File: config.mk
export PLATFORM = sky130hd
export DESIGN_NAME = fsrc_top
export DESIGN_NICKNAME = d
export VERILOG_FILES = /design/src/logic/fsrc_unlock.v /design/src/logic/fsrc_top.v
export VERILOG_INCLUDE_DIRS = /design/src /design/src/logic
export SDC_FILE = /design/constraint.sdc
export NUM_CORES = 1
export LEC_CHECK = 0
export ABC_AREA = 1
export BUFFER_PORTS_ARGS = -buffer_cell sky130_fd_sc_hd__clkbuf_2
export CORE_AREA = 5 5 128 130
export DETAILED_ROUTE_END_ITERATION = 8
export DIE_AREA = 0 0 133 135
export SYNTH_ARGS = -nofsm -noshare
export SYNTH_HDL_FRONTEND = slang
export SYNTH_SLANG_ARGS = --single-unit
File: constraint.sdc
create_clock -name clock -period 4.8 [get_ports clock]
set_input_delay 0.48 -clock clock [delete_from_list [all_inputs] [get_ports clock]]
set_output_delay 0.48 -clock clock [all_outputs]
set_load 0.02 [all_outputs]
File: src/logic/fsrc_map.vh
`ifndef FSRC_MAP_VH
`define FSRC_MAP_VH

// register byte offsets
`define FSRC_OFS_CTRL       6'h00
`define FSRC_OFS_KEY        6'h04
`define FSRC_OFS_ERASE      6'h08
`define FSRC_OFS_WDATA_LO   6'h0c
`define FSRC_OFS_WDATA_HI   6'h10
`define FSRC_OFS_ADDR       6'h14
`define FSRC_OFS_SEG        6'h18
`define FSRC_OFS_STATUS     6'h1c

// field positions and widths
`define FSRC_CTRL_EN_BIT    0
`define FSRC_ERASE_BLK_BIT  0
`define FSRC_ERASE_SEC_BIT  1
`define FSRC_ST_ARMED_BIT   0
`define FSRC_ST_FIRST_BIT   1
`define FSRC_ST_CLKOK_BIT   2
`define FSRC_ST_REFUSE_BIT  3
`define FSRC_ST_EN_BIT      4
`define FSRC_SEG_W          3
`define FSRC_ADDR_W         16

// reset values
`define FSRC_RST_BYTE       8'h00
`define FSRC_RST_ADDR       16'h0000

// unlock key bytes
`define FSRC_KEY_FIRST      8'hfa
`define FSRC_KEY_SECOND     8'hf5

// flash operation codes
`define FSRC_OP_NONE        2'h0
`define FSRC_OP_BLOCK       2'h1
`define FSRC_OP_SECTOR      2'h2
`define FSRC_OP_WORD        2'h3

// erase unit sizes in 16-bit words, as address masks
`define FSRC_BLOCK_WORDS    16'h2000
`define FSRC_SECTOR_WORDS   16'h0200
`define FSRC_BLOCK_MASK     16'he000
`define FSRC_SECTOR_MASK    16'hfe00

`endif

File: src/logic/fsrc_unlock.v
`timescale 1ns/1ps
`include "fsrc_map.vh"

module fsrc_unlock
(
    input wire clock,
    input wire rst_n,
    input wire enable,
    input wire key_wr,
    input wire [7:0] key_data,
    input wire consume,
    output reg armed_ff,
    output reg first_ff
);

    reg nxt_armed;
    reg nxt_first;

    always @*
    begin
        nxt_armed = armed_ff;
        nxt_first = first_ff;
        if (!enable)
        begin
            // disabling rewrite throws away any partial or full unlock
            nxt_armed = 1'b0;
            nxt_first = 1'b0;
        end
        else if (consume)
        begin
            nxt_armed = 1'b0;
            nxt_first = 1'b0;
        end
        else if (key_wr)
        begin
            if (first_ff && key_data == `FSRC_KEY_SECOND)
            begin
                nxt_armed = 1'b1;
                nxt_first = 1'b0;
            end
            else if (key_data == `FSRC_KEY_FIRST)
            begin
                nxt_first = 1'b1;
            end
            else
            begin
                nxt_first = 1'b0;
            end
        end
    end

    always @(posedge clock)
    begin
        if (!rst_n)
        begin
            armed_ff <= 1'b0;
            first_ff <= 1'b0;
        end
        else
        begin
            armed_ff <= nxt_armed;
            first_ff <= nxt_first;
        end
    end

endmodule

File: src/logic/fsrc_top.v
`timescale 1ns/1ps
`include "fsrc_map.vh"

// Operation
// - a block erase clears one whole 8K-word block in one operation.
// - a sector erase clears one 512-word sector in one operation.
// - a word write stores exactly one 16-bit word at the addressed location.
// - once rewrite is enabled the unlock key arms exactly one operation, and each further one needs a new unlock.
// - from the high-speed RC or PLL source any divided frequency is allowed for rewriting.
// - the key is two bytes in order, and any byte after the first, other than the second or a repeat of the first, cancels it.
// - an erase start bit begins the erase, clears itself when done, and the CPU is held until then.
// - the low data byte goes first, and writing the high byte starts the word write.
module fsrc_top
(
    input wire clock,
    input wire rst_n,
    input wire [5:0] avs_address,
    input wire avs_read,
    input wire avs_write,
    input wire [31:0] avs_writedata,
    input wire [3:0] avs_byteenable,
    output reg [31:0] avs_readdata_ff,
    output reg avs_waitrequest_ff,
    input wire sys_clock_source_select,
    output reg pump_enable_ff,
    output reg flash_req_ff,
    output reg [1:0] flash_op_ff,
    output reg [18:0] flash_addr_ff,
    output reg [15:0] flash_wdata_ff,
    input wire flash_done
);

    localparam [3:0] ST_IDLE = 4'b0001;
    localparam [3:0] ST_ACK = 4'b0010;
    localparam [3:0] ST_BUSY = 4'b0100;
    localparam [3:0] ST_HOLD = 4'b1000;

    reg [3:0] state_ff;
    reg [3:0] nxt_state;
    reg enable_ff;
    reg nxt_enable;
    reg [1:0] erase_ff;
    reg [1:0] nxt_erase;
    reg [7:0] wdata_lo_ff;
    reg [7:0] nxt_wdata_lo;
    reg [7:0] wdata_hi_ff;
    reg [7:0] nxt_wdata_hi;
    reg [`FSRC_ADDR_W-1:0] addr_ff;
    reg [`FSRC_ADDR_W-1:0] nxt_addr;
    reg [`FSRC_SEG_W-1:0] seg_ff;
    reg [`FSRC_SEG_W-1:0] nxt_seg;
    reg refused_ff;
    reg nxt_refused;
    reg [31:0] nxt_readdata;
    reg nxt_waitrequest;
    reg nxt_req;
    reg [1:0] nxt_op;
    reg [18:0] nxt_faddr;
    reg [15:0] nxt_fwdata;
    reg key_wr;
    reg consume;
    reg [1:0] start_op;
    reg [`FSRC_ADDR_W-1:0] op_addr;

    wire armed;
    wire first_seen;
    wire clock_ok;
    wire lane0;
    wire lane1;
    wire may_start;

    // clock select comes from the clock generator on this same clock
    assign clock_ok = sys_clock_source_select;
    assign lane0 = avs_byteenable[0];
    assign lane1 = avs_byteenable[1];
    // no frequency check at all: any high-speed divider setting is fine
    assign may_start = enable_ff & armed & clock_ok;

    fsrc_unlock u_unlock
    (
        .clock(clock),
        .rst_n(rst_n),
        .enable(enable_ff),
        .key_wr(key_wr),
        .key_data(avs_writedata[7:0]),
        .consume(consume),
        .armed_ff(armed),
        .first_ff(first_seen)
    );

    always @*
    begin
        nxt_state = state_ff;
        nxt_enable = enable_ff;
        nxt_erase = erase_ff;
        nxt_wdata_lo = wdata_lo_ff;
        nxt_wdata_hi = wdata_hi_ff;
        nxt_addr = addr_ff;
        nxt_seg = seg_ff;
        nxt_refused = refused_ff;
        nxt_readdata = avs_readdata_ff;
        nxt_waitrequest = 1'b1;
        nxt_req = flash_req_ff;
        nxt_op = flash_op_ff;
        nxt_faddr = flash_addr_ff;
        nxt_fwdata = flash_wdata_ff;
        key_wr = 1'b0;
        consume = 1'b0;
        start_op = `FSRC_OP_NONE;
        op_addr = addr_ff;
        case (state_ff)
            ST_IDLE:
            begin
                if (avs_read)
                begin
                    nxt_readdata = 32'h0000_0000;
                    case (avs_address & 6'h3c)
                        `FSRC_OFS_CTRL:
                            nxt_readdata[`FSRC_CTRL_EN_BIT] = enable_ff;
                        `FSRC_OFS_ERASE:
                            nxt_readdata[1:0] = erase_ff;
                        `FSRC_OFS_WDATA_LO:
                            nxt_readdata[7:0] = wdata_lo_ff;
                        `FSRC_OFS_WDATA_HI:
                            nxt_readdata[7:0] = wdata_hi_ff;
                        `FSRC_OFS_ADDR:
                            nxt_readdata[15:0] = addr_ff;
                        `FSRC_OFS_SEG:
                            nxt_readdata[`FSRC_SEG_W-1:0] = seg_ff;
                        `FSRC_OFS_STATUS:
                        begin
                            nxt_readdata[`FSRC_ST_ARMED_BIT] = armed;
                            nxt_readdata[`FSRC_ST_FIRST_BIT] = first_seen;
                            nxt_readdata[`FSRC_ST_CLKOK_BIT] = clock_ok;
                            nxt_readdata[`FSRC_ST_REFUSE_BIT] = refused_ff;
                            nxt_readdata[`FSRC_ST_EN_BIT] = enable_ff;
                            // reading status clears the sticky refusal; a read wins over a write, so no new one can land now
                            nxt_refused = 1'b0;
                        end
                        default:
                            nxt_readdata = 32'h0000_0000;
                    endcase
                    nxt_waitrequest = 1'b0;
                    nxt_state = ST_ACK;
                end
                else if (avs_write)
                begin
                    nxt_readdata = 32'h0000_0000;
                    nxt_waitrequest = 1'b0;
                    nxt_state = ST_ACK;
                    case (avs_address & 6'h3c)
                        `FSRC_OFS_CTRL:
                            if (lane0)
                                nxt_enable = avs_writedata[`FSRC_CTRL_EN_BIT];
                        `FSRC_OFS_KEY:
                            if (lane0)
                                key_wr = 1'b1;
                        `FSRC_OFS_ERASE:
                            if (lane0 && (avs_writedata[1:0] != 2'b00))
                            begin
                                // both bits set means block erase
                                if (avs_writedata[`FSRC_ERASE_BLK_BIT])
                                    start_op = `FSRC_OP_BLOCK;
                                else
                                    start_op = `FSRC_OP_SECTOR;
                            end
                        `FSRC_OFS_WDATA_LO:
                            if (lane0)
                                nxt_wdata_lo = avs_writedata[7:0];
                        `FSRC_OFS_WDATA_HI:
                            if (lane0)
                            begin
                                nxt_wdata_hi = avs_writedata[7:0];
                                start_op = `FSRC_OP_WORD;
                            end
                        `FSRC_OFS_ADDR:
                        begin
                            if (lane0)
                                nxt_addr[7:0] = avs_writedata[7:0];
                            if (lane1)
                                nxt_addr[15:8] = avs_writedata[15:8];
                        end
                        `FSRC_OFS_SEG:
                            if (lane0)
                                nxt_seg = avs_writedata[`FSRC_SEG_W-1:0];
                        default:
                            nxt_state = ST_ACK;
                    endcase
                    if (start_op != `FSRC_OP_NONE)
                    begin
                        if (may_start)
                        begin
                            // erase units are aligned down to their own size
                            case (start_op)
                                `FSRC_OP_BLOCK:
                                    op_addr = addr_ff & `FSRC_BLOCK_MASK;
                                `FSRC_OP_SECTOR:
                                    op_addr = addr_ff & `FSRC_SECTOR_MASK;
                                default:
                                    op_addr = addr_ff;
                            endcase
                            consume = 1'b1;
                            nxt_req = 1'b1;
                            nxt_op = start_op;
                            nxt_faddr = {seg_ff, op_addr};
                            nxt_fwdata = {avs_writedata[7:0], wdata_lo_ff};
                            if (start_op != `FSRC_OP_WORD)
                            begin
                                nxt_erase[`FSRC_ERASE_BLK_BIT] = (start_op == `FSRC_OP_BLOCK);
                                nxt_erase[`FSRC_ERASE_SEC_BIT] = (start_op == `FSRC_OP_SECTOR);
                            end
                            // the bus write is held open until flash reports done
                            nxt_waitrequest = 1'b1;
                            nxt_state = ST_BUSY;
                        end
                        else
                        begin
                            nxt_refused = 1'b1;
                        end
                    end
                end
            end
            ST_ACK:
            begin
                nxt_state = ST_IDLE;
            end
            ST_BUSY:
            begin
                if (flash_done)
                begin
                    nxt_req = 1'b0;
                    nxt_op = `FSRC_OP_NONE;
                    nxt_erase = 2'b00;
                    nxt_state = ST_HOLD;
                end
            end
            ST_HOLD:
            begin
                // one spare cycle so the cleared start bit is settled before release
                nxt_waitrequest = 1'b0;
                nxt_state = ST_ACK;
            end
            default:
            begin
                nxt_state = ST_IDLE;
            end
        endcase
    end

    always @(posedge clock)
    begin
        if (!rst_n)
        begin
            state_ff <= ST_IDLE;
            enable_ff <= 1'b0;
            erase_ff <= 2'b00;
            wdata_lo_ff <= `FSRC_RST_BYTE;
            wdata_hi_ff <= `FSRC_RST_BYTE;
            addr_ff <= `FSRC_RST_ADDR;
            seg_ff <= 3'h0;
            refused_ff <= 1'b0;
            avs_readdata_ff <= 32'h0000_0000;
            avs_waitrequest_ff <= 1'b1;
            pump_enable_ff <= 1'b0;
            flash_req_ff <= 1'b0;
            flash_op_ff <= `FSRC_OP_NONE;
            flash_addr_ff <= 19'h00000;
            flash_wdata_ff <= 16'h0000;
        end
        else
        begin
            state_ff <= nxt_state;
            enable_ff <= nxt_enable;
            erase_ff <= nxt_erase;
            wdata_lo_ff <= nxt_wdata_lo;
            wdata_hi_ff <= nxt_wdata_hi;
            addr_ff <= nxt_addr;
            seg_ff <= nxt_seg;
            refused_ff <= nxt_refused;
            avs_readdata_ff <= nxt_readdata;
            avs_waitrequest_ff <= nxt_waitrequest;
            pump_enable_ff <= nxt_enable;
            flash_req_ff <= nxt_req;
            flash_op_ff <= nxt_op;
            flash_addr_ff <= nxt_faddr;
            flash_wdata_ff <= nxt_fwdata;
        end
    end

endmodule

# Word-level counts from Yosys, hierarchy flattened

Cells that the tools add are included.

Bits in registers: 116
Bits in latches: 0
Memory bits (writable): 0
ROM bits: 0
Input port bits: 48
Output and inout port bits: 72
Logic and storage cells: 128
Memories: 0

Add/sub/neg operators: 0
$mul: 0
Divide/modulo/power cells: 0
$lt $le $gt $ge: 0
Equality and inequality tests: 24
Shift-type cells: 0
Multiplexer cells: 60
Bitwise gates (word level): 5
Reductions and logical operators: 22

Operators by type and width:

| operator                                                              | number |
|---|---|
| 32-bit 2-to-1 mux                                                     | 2 |
| 5-bit AND reduction                                                   | 8 |
| 2-bit 2-to-1 mux                                                      | 16 |
| 13-bit case mux with 2 select lines                                   | 1 |
| 1-bit 2-to-1 mux                                                      | 24 |
| 4-bit by 3-bit equality test with 1-bit output, second input constant | 5 |
| 8-bit equality test, second input constant                            | 2 |
| 2-bit inequality test, second input constant                          | 8 |
| 4-bit 2-to-1 mux                                                      | 3 |
| 2-bit case mux with 2 select lines                                    | 3 |
| 4-bit case mux with 3 select lines                                    | 1 |
| 2-bit nonzero test                                                    | 5 |
| 3-bit case mux with 3 select lines                                    | 1 |
| 4-bit by 1-bit equality test with 1-bit output, second input constant | 2 |
| 4-bit by 2-bit equality test with 1-bit output, second input constant | 2 |
| 8-bit 2-to-1 mux                                                      | 1 |
| 2-bit case mux with 4 select lines                                    | 1 |
| 1-bit case mux with 7 select lines                                    | 1 |
| 7-bit AND reduction                                                   | 1 |
| 6-bit zero test                                                       | 1 |
| 3-bit 2-to-1 mux                                                      | 2 |
| 1-bit case mux with 6 select lines                                    | 1 |
| 2-bit AND reduction                                                   | 3 |
| 6-bit AND reduction                                                   | 1 |
| other kinds (11)                                                      | 16 |

# Logic depth before layout (Yosys ltp)

Gate-level depths: netlist of run 1.

Depth in word-level cells: 14
Mapped depth: 14
Gate-level depth less buffers: 14

# Modules after synthesis

A second synthesis of run 1 with hierarchy kept.

Cell total of the unflattened synthesis: 606
Area, all modules: 4,526.8 sq um

By module, submodules not included:

| module      | instances | cells each | area an instance (sq um) | sequential area each (sq um) |
|---|---|---|---|---|
| fsrc_top    | 1         | 586        | 4,401.7                  | 1,961.9 |
| fsrc_unlock | 1         | 20         | 125.1                    | 40.0 |

# Worst setup path before layout of run 1

OpenSTA, ideal clock, no wires.

Kind: in2reg
Start point: input avs_address[4]
End point: register flash_addr_ff[10]
Setup time: 140 ps
Arrival time: 2,178 ps
Data required time: 4,660 ps
Setup slack: 2,482 ps
Cell stages on the path: 9
Path buffers: 0
Cells stage by stage: nor2_2 -> nand2_1 -> o22ai_1 -> inv_1 -> ha_1 -> clkinv_1 -> or2_2 -> a21oi_1 -> nor3_2

Word-level cells in the longest chain between the ends: 7
Elaborated cells between the ends (all ways): 11
Those cells by class: eq/ne (4); mux (5); reduce/logical (2)

RTL lines:

| item                                                                                                             | RTL line       | source |
|---|---|---|
| start: declaration                                                                                               | fsrc_top.v:17  | `input wire [5:0] avs_address,` |
| 4-bit by 3-bit equality test with 1-bit output or 4-bit by 2-bit equality test with 1-bit output (tied branches) | fsrc_top.v:151 | `case (avs_address & 6'h3c)` |
| 2-bit case mux with 2 select lines (*)                                                                           | fsrc_top.v:151 |  |
| 2-bit 2-to-1 mux (*)                                                                                             | fsrc_top.v:146 | `else if (avs_write)` |
| 2-bit 2-to-1 mux (*)                                                                                             | fsrc_top.v:114 | `if (avs_read)` |
| 2-bit 2-to-1 mux (*)                                                                                             | fsrc_top.v:111 | `case (state_ff)` |
| 2-bit equality test (tied with other cells)                                                                      | fsrc_top.v:194 | `case (start_op)` |
| 13-bit case mux with 2 select lines or 5-bit AND reduction (tied branches)                                       | n/a            |  |
| end signal: assignment                                                                                           | fsrc_top.v:285 | `flash_addr_ff <= nxt_faddr;` |
| end: declaration                                                                                                 | fsrc_top.v:28  | `output reg [18:0] flash_addr_ff,` |

Mark *: on every way between the ends. The rest lies on a longest branch, timed or not. The select of a mux whose other input is x is not followed.
A chain may end at the register's enable or synchronous reset.

# Worst setup path after layout of run 1

Start point: input avs_address[3]
End point: register flash_addr_ff[9]

The elaborated chain is that of the path after synthesis.

==> summary.txt, run 1 <==
Critical path
  – Worst r2r src: state_ff[3]
  – Crit path kind: primary input to flip-flop
  – Slowest cell on crit path: o22ai_1
  – Worst path most repeated cell: inv_1
  – Worst Setup End Kind: flip-flop
  – Worst reg2reg path depth: 7
  – Crit path arrival time: 2.92 ns
  – Max incr delay on CP: 0.37 ns
  – Crit path max-delay family: buffers and inverters
  – Crit path max fanout: 18
  – CP startpoint kind: primary input
  – R2r setup slk: 3.04 ns
  – CP bufs+invs: 6
  – Critical Path RT: 5.03 ns
  – R2R Path End: flash_wdata_ff[2]
  – Worst path cell trace: clkbuf_2 > inv_2 > nor2_2 > nand2_1 > o22ai_1 > inv_1 > ha_1 > inv_1 > nand4_1 > inv_1 > nand2_2 > buf_4 > a21oi_1 > nor3_2

Timing
  – Fin. Hold Viols: 0
  – Unrepaired setup endpoints after global routing: no
  – Max Slew Vio Count: 0
  – Setup TNS: 0 ns
  – Max Clock Skew: 0.00756 ns
  – Final min period: 2.69 ns
  – Highest clock rate: 0.372 GHz
  – Worst slew pin tran: 0.847 ns
  – Setup violations, final: 0
  – Final WS setup: 2.11 ns
  – Tcrit/Tclk final: 56.1%
  – Max-Slew Margin vs Limit: 43.6%

Layout
  – Share of cells above drive strength 1: 20.1%
  – # diodes: 0
  – Multi-input logic area: 2050 sq um
  – Final nets: 731
  – Fillers: 1629
  – Utilization after layout: 34.6%
  – Layout area overhead: 17.9%
  – FF/Latch Area: 2000 sq um
  – Finished Layout Cells: 871

Routing
  – Total vias in the final route: 4027
  – Starting DRC count in detailed routing: 274
  – DR DRC count: 0
  – Routed len/inst: 14.2 um
  – ANT nets after route: 0
  – Vias/cell: 4.62
  – Pre-Repair DR Iteration Count: 4
  – Final wirelength: 12400 um

Logic synthesis
  – Adder-Cell Fraction of Synth Area: 1.14%
  – Yosys cell types: 33
  – Mux cell area share after synthesis: 0%
  – Top_reg_cell synth: dfxtp_1
  – Number of synthesized flops with an enable pin: 0
  – Synth Area in Compound Gates: 13.5%
  – Largest family of logic cells by synthesized area: simple AND/OR/NAND/NOR gates
  – Cells after synthesis: 601
  – Average size of a mapped cell: 7.33 sq um
  – Post-synthesis sequential area ratio: 45.4%
  – Synth Area in XOR/XNOR: 0%
  – Asr flop ratio synth: 0%
  – Simple-Gate Fraction of Synth Area: 30.5%
  – Synthesized cell area: 4410 sq um
  – Synth Register Bits: 100
  – Synth warnings: 0

Global route
  – Pin count of the biggest net entering global routing: 64
  – Initial antenna violation count: 0
  – Global-route wire length before repair: 19500 um
  – Vias in the first global route: 3626
  – Total track usage: 13.8%
  – Grt ovf: 0

CTS
  – Postcts setup bufs: 0
  – Post-CTS sizing: 0
  – Worst-path clk slew: 0.07 ns
  – H-tree levels: 3
  – Clock buffer count from CTS: 9
  – CTS tree: yes
  – Clk root buf: clkbuf_16
  – Hold buffers post-CTS: 0
  – Sink Count: 100
  – Clock Tree Buf Depth: 2
  – Later-pin clock latency in the skew report: 0.34 ns

Min path
  – HP Class: primary input to flip-flop
  – Hold Path Origin: avs_read
  – Hold Crit Endpoint: refused_ff
  – WHS Path Cells: 2

Die
  – Core area: 15000 sq um
  – Cell Rows: 45
  – Die X: 133 um
  – I/O pin cnt: 120
  – Initial Util: 29.3%
  – Die area: 18000 sq um
  – Die Y: 135 um

Place
  – Placer Congestion: 0.871
  – Placed insts: 856
  – DP HPWL: 9150 um
  – Number of I/O port buffers: 83
  – Pre-CTS WS: 1.77 ns

Power and ir drop
  – Peak VDD IR: 178 uV
  – Pleak: 0.00231 uW
  – Pwr dens: 322 nW/um^2
  – Pwr Total: 1670 uW

Run
  – Max-cap viol count: 0

Outcome
  – Outcome: finished clean
==> where the power goes <==
group | switching, uW | total [uW] | internal (uW)
Combinational | 118 | 160 | 41.1
Sequential | 5.15 | 842 | 837
Clock | 319 | 670 | 351
==> layout make-up <==
cell class,instances,area share (%)
multi-input cells,433,39.5
inverters,48,3.71
repair buffers,87,8.57
well taps,188,4.53
flip-flops and latches,100,38.5
clock buffers,10,4.41
clock inverters,5,0.771
==> layout by cell type (no fill, tap or decap), types with 9 or more instances in the layout <==
master and count:
a21oi_1 53, clkbuf_16 9, clkbuf_2 83, conb_1 16, dfxtp_1 100, inv_1 40, nand2_1 96, nand3_1 35
nor2_1 121, nor3_2 9, o21ai_0 59
==> through the flow <==
stage                     hold slack [ns]  cell area, sq um
after floorplan                     0.437              4460
after CTS                           0.372              5190
final                               0.382              5190
after global placement              0.449              4930
after global routing                0.406              5190
after detailed placement            0.451              4930
==> cells in the mapped netlist (7+ instances only) <==
cell type | count | area [sq um]
a21oi_1 | 53 | 265
buf_4 | 17 | 128
clkbuf_1 | 8 | 30.0
dfxtp_1 | 100 | 2000
inv_1 | 40 | 150
nand2_1 | 96 | 360
nand3_1 | 35 | 175
nand4_1 | 7 | 43.8
nor2_1 | 121 | 454
nor3_1 | 7 | 35.0
nor3_2 | 9 | 90.1
o21ai_0 | 59 | 295
==> registers in the layout (all words and copies together) (netlist names) <==
signal              count
refused_ff              1
u_unlock.first_ff       1
seg_ff                  3
erase_ff                2
flash_addr_ff          19
wdata_hi_ff             8
addr_ff                16
flash_wdata_ff         16
enable_ff               1
avs_readdata_ff        16
flash_req_ff            1
flash_op_ff             2
wdata_lo_ff             8
u_unlock.armed_ff       1
avs_waitrequest_ff      1
state_ff                4
==> cells by family after synthesis <==
group	Yosys count
DFF	100
other	1
adders and majority gates	4
and+or+nand+nor	296
buffers and inverters	83
AOI/OAI and AO/OA	117
==> per-layer routing <==
metal	part of all wire, %	vias to the layer above	global-route usage (%)
met5	0	-	0
met4	1.3	0	3.93
met3	6.3	13	3.65
met2	46	123	21.7
met1	47	1808	18.6
li1	-	2083	-
==> how the worst max path moves through the flow <==
| stage | cells past startpoint | slack (ns) | from | end |
|---|---|---|---|---|
| global route | 14 | 1.78 | avs_address[3] | flash_addr_ff[15] |
| global placement | 14 | 1.76 | avs_address[3] | erase_ff[1] |
| floorplan | 9 | 2.48 | avs_address[4] | flash_addr_ff[10] |
| finish | 14 | 2.11 | avs_address[3] | flash_addr_ff[9] |
| detailed placement | 14 | 1.77 | avs_address[3] | flash_addr_ff[9] |
| CTS | 14 | 2.10 | avs_address[3] | flash_wdata_ff[11] |
(Power assumes the default switching activity.)
==> run 2: changes to the inputs <==
==> constraint.sdc (replaced) <==
create_clock -name clock -period 2.65 [get_ports clock]
set_input_delay 0.265 -clock clock [delete_from_list [all_inputs] [get_ports clock]]
set_output_delay 0.265 -clock clock [all_outputs]
set_load 0.02 [all_outputs]
==> run 2 against run 1 <==
Effect of this change: total power increased by 82%; routed wire length increased by 0.87%; clock skew increased by 0.0027 ns; sequential cell count unchanged; global-route usage increased by 0.24 points; critical path depth unchanged; via count decreased by 0.42%; design area increased by 1.6%; combinational power increased by 90%.
==> summary.txt, run 2 (synthesis results as in run 1) <==
Outcome
  – Outcome: finished clean (unchanged)

Timing
  – Final min period: 1.89 ns
  – Max Clock Skew: 0.0102 ns (was 0.00756 ns)
  – Tcrit/Tclk final: 71.3%
  – Setup TNS: 0 ns (unchanged)
  – Max Slew Vio Count: 0 (unchanged)
  – Unrepaired setup endpoints after global routing: no (unchanged)
  – Worst slew pin tran: 0.546 ns (was 0.847 ns)
  – Max-Slew Margin vs Limit: 63.6% (was 43.6%)
  – Fin. Hold Viols: 0 (unchanged)
  – Setup violations, final: 0 (unchanged)
  – Highest clock rate: 0.530 GHz

Critical path
  – Crit path max fanout: 45 (was 18)
  – Max incr delay on CP: 0.27 ns (was 0.37 ns)
  – Slowest cell on crit path: clkinv_4 (was o22ai_1)
  – Worst path cell trace: clkbuf_2 > inv_1 > nor2_2 > nand2_1 > o22ai_1 > inv_1 > ha_1 > inv_1 > nand4_1 > inv_1 > nand2_2 > clkinv_4 > o21ai_0 > a21oi_1 (was clkbuf_2 > inv_2 > nor2_2 > nand2_1 > o22ai_1 > inv_1 > ha_1 > inv_1 > nand4_1 > inv_1 > nand2_2 > buf_4 > a21oi_1 > nor3_2)
  – Worst Setup End Kind: flip-flop (unchanged)
  – Crit path kind: primary input to flip-flop (unchanged)
  – CP startpoint kind: primary input (unchanged)
  – Critical Path RT: 2.92 ns (was 5.03 ns)
  – Crit path arrival time: 2.16 ns (was 2.92 ns)
  – R2r setup slk: 1.11 ns (was 3.04 ns)
  – Worst path most repeated cell: inv_1 (unchanged)

Power and ir drop
  – Int Pwr: 2240 uW (was 1230 uW)
  – Clk pwr share: 39.8% (was 40.1%)
  – Logic gate share of total power: 10.0% (was 9.5%)
  – Peak VDD IR: 346 uV (was 178 uV)
  – Pleak: 0.00235 uW (was 0.00231 uW)
  – Sw Share: 26.3% (was 26.5%)
  – P_sw: 799 uW (was 443 uW)
  – Register share of total power: 50.2% (was 50.4%)
  – Pwr dens: 576 nW/um^2 (was 322 nW/um^2)

Global route
  – Initial antenna violation count: 0 (unchanged)
  – Total track usage: 14.0% (was 13.8%)
  – Global-route wire length before repair: 20100 um (was 19500 um)
  – Vias in the first global route: 3822 (was 3626)
  – Pin count of the biggest net entering global routing: 63 (was 64)
  – Grt ovf: 0 (unchanged)

Place
  – Placer Congestion: 0.881 (was 0.871)
  – Number of I/O port buffers: 83 (unchanged)
  – DP HPWL: 9250 um (was 9150 um)

Routing
  – Routed len/inst: 14.1 um (was 14.2 um)
  – Total vias in the final route: 4010 (was 4027)
  – DR DRC count: 0 (unchanged)
  – Starting DRC count in detailed routing: 256 (was 274)
  – Final wirelength: 12500 um (was 12400 um)
  – Vias/cell: 4.55 (was 4.62)
  – Pre-Repair DR Iteration Count: 5 (was 4)
  – ANT nets after route: 0 (unchanged)

CTS
  – H-tree levels: 3 (unchanged)
  – Clock Tree Buf Depth: 2 (unchanged)
  – Hold buffers post-CTS: 0 (unchanged)
  – Postcts setup bufs: 0 (unchanged)
  – Clk root buf: clkbuf_16 (unchanged)
  – CTS tree: yes (unchanged)
  – Later-pin clock latency in the skew report: 0.35 ns (was 0.34 ns)
  – Sink Count: 100 (unchanged)
  – Worst-path clk slew: 0.06 ns (was 0.07 ns)
  – Post-CTS sizing: 0 (unchanged)
  – Clock buffer count from CTS: 9 (unchanged)

Die
  – Die area: 18000 sq um (unchanged)
  – I/O pin cnt: 120 (unchanged)
  – Die Y: 135 um (unchanged)
  – Initial Util: 29.3% (unchanged)
  – Core area: 15000 sq um (unchanged)
  – Die X: 133 um (unchanged)
  – Cell Rows: 45 (unchanged)

Layout
  – Commonest non-fill, non-tap cell in the layout: nor2_1 (unchanged)
  – # diodes: 0 (unchanged)
  – Final nets: 740 (was 731)
  – Utilization after layout: 35.1% (was 34.6%)
  – Share of cells above drive strength 1: 21.1% (was 20.1%)
  – FF/Latch Area: 2000 sq um (unchanged)
  – Most frequent cells in the layout: nor2_1 (121), dfxtp_1 (100), nand2_1 (96), clkbuf_2 (83), o21ai_0 (59) (unchanged)
  – Layout area overhead: 19.8% (was 17.9%)
  – Biggest register: flash_addr_ff (unchanged)
  – Max reg flops: 19 (unchanged)
  – Fillers: 1642 (was 1629)
  – Multi-input logic area: 2050 sq um (unchanged)

Min path
  – HP Class: primary input to flip-flop (unchanged)

Run
  – Max-cap viol count: 0 (unchanged)
==> run 2: per-layer routing <==
layer  share of wire, %  GRT usage (%)  vias up
li1                   -              -     2097
met4               0.75           3.12        0
met3                6.4           3.73        8
met2                 46           22.4      125
met5                  0              0        -
met1                 47           19.0     1780
==> run 2: final cells by class <==
type / instances / share of cell area (%)
Sequential cell: 100 / 37.9
Tap cell: 188 / 4.46
Inverter: 48 / 3.65
Timing Repair Buffer: 96 / 9.96
Multi-Input combinational cell: 433 / 38.9
Clock inverter: 5 / 0.735
Clock buffer: 11 / 4.41
==> run 2: power groups by stage <==
stage	logic (uW)	clock network [uW]	registers, uW
floorplan	217	0	1560
global placement	308	0	1560
detailed placement	308	0	1560
CTS	309	1250	1520
global route	342	1320	1530
finish	304	1210	1520
==> run 2: metrics by stage <==
stage                     std cells  total power (uW)  hold WS (ns)  setup WS [ns]  area [sq um]
after floorplan                 616              1780         0.355          0.547          4460
after global placement          865              1870         0.449          0.383          5010
after detailed placement        865              1870         0.455          0.381          5010
after CTS                       881              3080         0.165          0.725          5280
after global routing            881              3190         0.177          0.480          5280
final                           881              3040         0.175          0.762          5280
==> run 2: path summary, 6_finish.rpt <==
check,from,endpoint,cells after the start
worst min-delay path,avs_read,refused_ff,2
worst min register to register,addr_ff[14],avs_readdata_ff[14],2
worst max register to register,state_ff[1],flash_addr_ff[18],7
worst max-delay path,avs_address[4],flash_addr_ff[18],14
==> run 2: critical path: cells and delay by family <==
family / cells / cell delay [ns]
AO/OA/AOI/OAI: 3 / 0.50
AND/OR/NAND/NOR: 4 / 0.47
buffers and inverters: 6 / 0.70
adder cells (fa/ha/maj): 1 / 0.20
==> run 3: changes to the inputs <==
--- a/config.mk
+++ b/config.mk
@@ -6,11 +6,11 @@
 export SDC_FILE = /design/constraint.sdc
 export NUM_CORES = 1
 export LEC_CHECK = 0
-export ABC_AREA = 1
+export ABC_AREA = 0
 export BUFFER_PORTS_ARGS = -buffer_cell sky130_fd_sc_hd__clkbuf_2
-export CORE_AREA = 5 5 128 130
+export CORE_AREA = 5 5 129 131
 export DETAILED_ROUTE_END_ITERATION = 8
-export DIE_AREA = 0 0 133 135
+export DIE_AREA = 0 0 134 136
 export SYNTH_ARGS = -nofsm -noshare
 export SYNTH_HDL_FRONTEND = slang
 export SYNTH_SLANG_ARGS = --single-unit
==> constraint.sdc (replaced) <==
create_clock -name clock -period 1.8 [get_ports clock]
set_input_delay 0.18 -clock clock [delete_from_list [all_inputs] [get_ports clock]]
set_output_delay 0.18 -clock clock [all_outputs]
set_load 0.02 [all_outputs]
==> run 3 against run 2 <==
Effect of this change: via count decreased by 5.5%; core utilization increased by 3.0 points; critical path type is now flip-flop to flip-flop; synthesized cell count decreased by 20%; final cell count decreased by 9.4%; sequential share of layout area decreased by 4.0 points; total power increased by 54%; global-route usage decreased by 0.43 points; hold slack got worse by 0.082 ns; the flow now finishes with violations (setup timing); highest routed layer unchanged; clock skew decreased by 0.0055 ns; critical endpoint is now u_unlock.first_ff; critical path depth decreased by 9; sequential power increased by 47%; area after synthesis increased by 1.8%.
==> summary.txt, run 3 <==
Outcome
  – Outcome: finished, violations left (was finished clean)
  – Failing checks: setup timing

Timing
  – Fin. Hold Viols: 0 (unchanged)
  – Final min period: 2.07 ns
  – Max Clock Skew: 0.00478 ns (was 0.0102 ns)
  – Unrepaired setup endpoints after global routing: yes (was no)
  – Worst slew pin tran: 0.664 ns (was 0.546 ns)
  – Setup violations, final: 27 (was 0)
  – Highest clock rate: 0.483 GHz
  – Final WS setup: -0.272 ns (was 0.762 ns)
  – Tcrit/Tclk final: 115%
  – Max Slew Vio Count: 0 (unchanged)
  – Max-Slew Margin vs Limit: 55.8% (was 63.6%)

CTS
  – Later-pin clock latency in the skew report: 0.34 ns (was 0.35 ns)
  – Clk root buf: clkbuf_16 (unchanged)
  – Clock Tree Buf Depth: 2 (unchanged)
  – Worst-path clk slew: 0.07 ns (was 0.06 ns)
  – H-tree levels: 3 (unchanged)
  – Clock buffer count from CTS: 9 (unchanged)
  – CTS tree: yes (unchanged)
  – Sink Count: 100 (unchanged)

Place
  – Number of I/O port buffers: 83 (unchanged)
  – DP HPWL: 9460 um (was 9250 um)
  – Placed insts: 779 (was 865)
  – Placer Congestion: 0.859 (was 0.881)
  – Pre-CTS WS: -0.338 ns (was 0.381 ns)

Die
  – Die X: 134 um (was 133 um)
  – Die Y: 136 um (was 135 um)
  – I/O pin cnt: 120 (unchanged)
  – Cell Rows: 46 (was 45)
  – Core area: 15500 sq um (was 15000 sq um)
  – Die area: 18200 sq um (was 18000 sq um)
  – Initial Util: 29.0% (was 29.3%)

Layout
  – Multi-input logic area: 2440 sq um (was 2050 sq um)
  – Commonest non-fill, non-tap cell in the layout: dfxtp_1 (was nor2_1)
  – Fillers: 1555 (was 1642)
  – Final nets: 653 (was 740)
  – Finished Layout Cells: 798 (was 881)
  – Max reg flops: 19 (unchanged)
  – # diodes: 0 (unchanged)
  – FF/Latch Area: 2000 sq um (about the same)
  – Layout area overhead: 31.7% (was 19.8%)
  – Share of cells above drive strength 1: 32.0% (was 21.1%)
  – Most frequent cells in the layout: dfxtp_1 (98), clkbuf_2 (83), nand2_1 (72), mux2i_1 (48), buf_4 (47) (was nor2_1 (121), dfxtp_1 (100), nand2_1 (96), clkbuf_2 (83), o21ai_0 (59))
  – Biggest register: flash_addr_ff (unchanged)

Logic synthesis
  – Average size of a mapped cell: 9.29 sq um (was 7.33 sq um)
  – Largest cells by area after synthesis: dfxtp_1 (45%), mux2i_1 (11%), nor2b_1 (6.7%) (was dfxtp_1 (45%), nor2_1 (10%), nand2_1 (8.2%))
  – Number of synthesized flops with an enable pin: 0 (unchanged)
  – Top_reg_cell synth: dfxtp_1 (unchanged)
  – Asr flop ratio synth: 0% (unchanged)
  – Post-synthesis sequential area ratio: 44.6% (was 45.4%)
  – Cell type with the highest aggregate area in the netlist: dfxtp_1 (unchanged)
  – Top-count cell post-synth: dfxtp_1 (was nor2_1)
  – Synth warnings: 0 (unchanged)
  – Cells after synthesis: 483 (was 601)
  – Yosys cell types: 50 (was 33)
  – Synth top cells by count: dfxtp_1 (100), nand2_1 (74), mux2i_1 (48), nor2b_1 (48), a21boi_0 (35) (was nor2_1 (121), dfxtp_1 (100), nand2_1 (96))
  – Synthesized cell area: 4490 sq um (was 4410 sq um)
  – Yosys top cell area share: 44.6% (was 45.4%)
  – Synth Register Bits: 100 (unchanged)

Min path
  – HP Class: primary input to flip-flop (unchanged)

Routing
  – Vias/cell: 4.75 (was 4.55)
  – ANT nets after route: 0 (unchanged)
  – DR DRC count: 0 (unchanged)
  – Pre-Repair DR Iteration Count: 4 (was 5)
  – Final wirelength: 12400 um (was 12500 um)
  – Total vias in the final route: 3791 (was 4010)
  – Routed len/inst: 15.6 um (was 14.1 um)
  – Starting DRC count in detailed routing: 152 (was 256)

Global route
  – Vias in the first global route: 3751 (was 3822)
  – Initial antenna violation count: 0 (unchanged)
  – Pin count of the biggest net entering global routing: 84 (was 63)
  – Grt ovf: 0 (unchanged)
  – Total track usage: 13.6% (was 14.0%)
  – Global-route wire length before repair: 19700 um (was 20100 um)

Critical path
  – Crit path kind: flip-flop to flip-flop (was primary input to flip-flop)
  – CP startpoint kind: flip-flop (was primary input)
  – Crit path arrival time: 2.34 ns (was 2.16 ns)
  – Slowest cell on crit path: or4b_4 (was clkinv_4)
  – Max incr delay on CP: 0.54 ns (was 0.27 ns)
  – Worst Setup End Kind: flip-flop (unchanged)
  – Worst path cell trace: or4b_4 > or4_4 > buf_6 > or3_1 > a21oi_1 (was clkbuf_2 > inv_1 > nor2_2 > nand2_1 > o22ai_1 > inv_1 > ha_1 > inv_1 > nand4_1 > inv_1 > nand2_2 > clkinv_4 > o21ai_0 > a21oi_1)
  – Crit path max fanout: 2 (was 45)
  – Critical Path RT: 2.07 ns (was 2.92 ns)

Power and ir drop
  – Pleak: 0.00240 uW (was 0.00235 uW)
  – Peak VDD IR: 512 uV (was 346 uV)
  – Pwr dens: 794 nW/um^2 (was 576 nW/um^2)

Run
  – Max-cap viol count: 0 (unchanged)
[run 3: changes by cell type in the layout (fill, tap and decap cells not counted), sizes merged, moves of 27 or more]
| cell | previous run | this run |
|---|---|---|
| nand3 | 35 | 8 |
| a21boi | 0 | 36 |
| inv | 42 | 8 |
| nand2 | 102 | 74 |
| mux2i | 0 | 48 |
| a21oi | 53 | 8 |
| nor2 | 133 | 10 |
| o21ai | 60 | 7 |
| buf | 13 | 55 |
| nor2b | 0 | 48 |
[run 3: metal layers]
| layer | global-route usage [%] | vias to the layer above | wire, um |
|---|---|---|---|
| met5 | 0 | - | 0 |
| met4 | 3.66 | 0 | 145 |
| met3 | 3.37 | 15 | 785 |
| met2 | 23.4 | 102 | 6210 |
| met1 | 17.0 | 1790 | 5290 |
| li1 | - | 1884 | - |
[run 3: kinds of logic (layout without fill, tap and decap cells)]
logic type                 after synthesis  after routing  synth area share, %
adders and majority gates                4              4                 1.12
and+or+nand+nor                        188            188                 23.5
DFF                                    100            100                 44.6
muxes                                   48             48                 10.7
xor gates and xnor gates                 1              1                0.195
other                                    1             16               0.0836
AOI/OAI and AO/OA                       87             87                 13.8
buffers and inverters                   54            162                 6.03
[run 3: report_power, final]
part | switching (uW) | internal (uW) | total [uW] | leakage, uW
combinational | 258 | 194 | 452 | 0.00144
clock | 848 | 1160 | 2000 | 0.000152
sequential | 7.19 | 2220 | 2230 | 0.000807
total | 1110 | 3570 | 4690 | 0.00240
[run 3: layout make-up]
class	instances	share of cell area [%]
timing repair buffer	138	14.8
multi-input combinational	344	41.4
clock inverter	5	1.02
tap	192	4.07
sequential	100	33.9
inverter	8	0.508
clock buffer	11	4.28
[run 3: path summary, 6_finish.rpt]
check / from / end / slack [ns] / depth (start not counted)
setup reg to reg: state_ff[1] / u_unlock.first_ff / -0.27 / 5
setup / recovery: state_ff[1] / u_unlock.first_ff / -0.27 / 5
hold / removal: avs_writedata[11] / addr_ff[11] / 0.09 / 3
hold reg to reg: flash_addr_ff[15] / flash_addr_ff[15] / 0.45 / 2
[run 3: timing repair]
action / CTS / global route
buffers inserted: 2 / 3
hold buffers: 0 / 0
setup endpoints to repair: 37 / 81
resized for setup: 12 / 17
pin swaps: 7 / 7
[run 3: critical path, delay by kind of cell (launching register included)]
| kind | cells | cell delay, ns |
|---|---|---|
| AO/OA/AOI/OAI | 1 | 0.15 |
| AND/OR/NAND/NOR | 3 | 1.39 |
| flip-flops | 1 | 0.32 |
| buffers and inverters | 1 | 0.13 |
[run 3: stage by stage]
step / total power [uW] / hold slack, ns / utilization, % / TNS, ns / area, sq um
2_1_floorplan: 2560 / 0.315 / - / -12.26 / 4750
3_3_place_gp: 2690 / 0.443 / 35.3 / -16.40 / 5470
5_1_grt: 4870 / 0.103 / 38.2 / -4.93 / 5910
4_1_cts: 4720 / 0.0818 / 37.7 / -3.44 / 5840
6_report: 4690 / 0.0932 / 38.2 / -3.08 / 5910
3_5_place_dp: 2690 / 0.444 / 35.3 / -17.91 / 5470
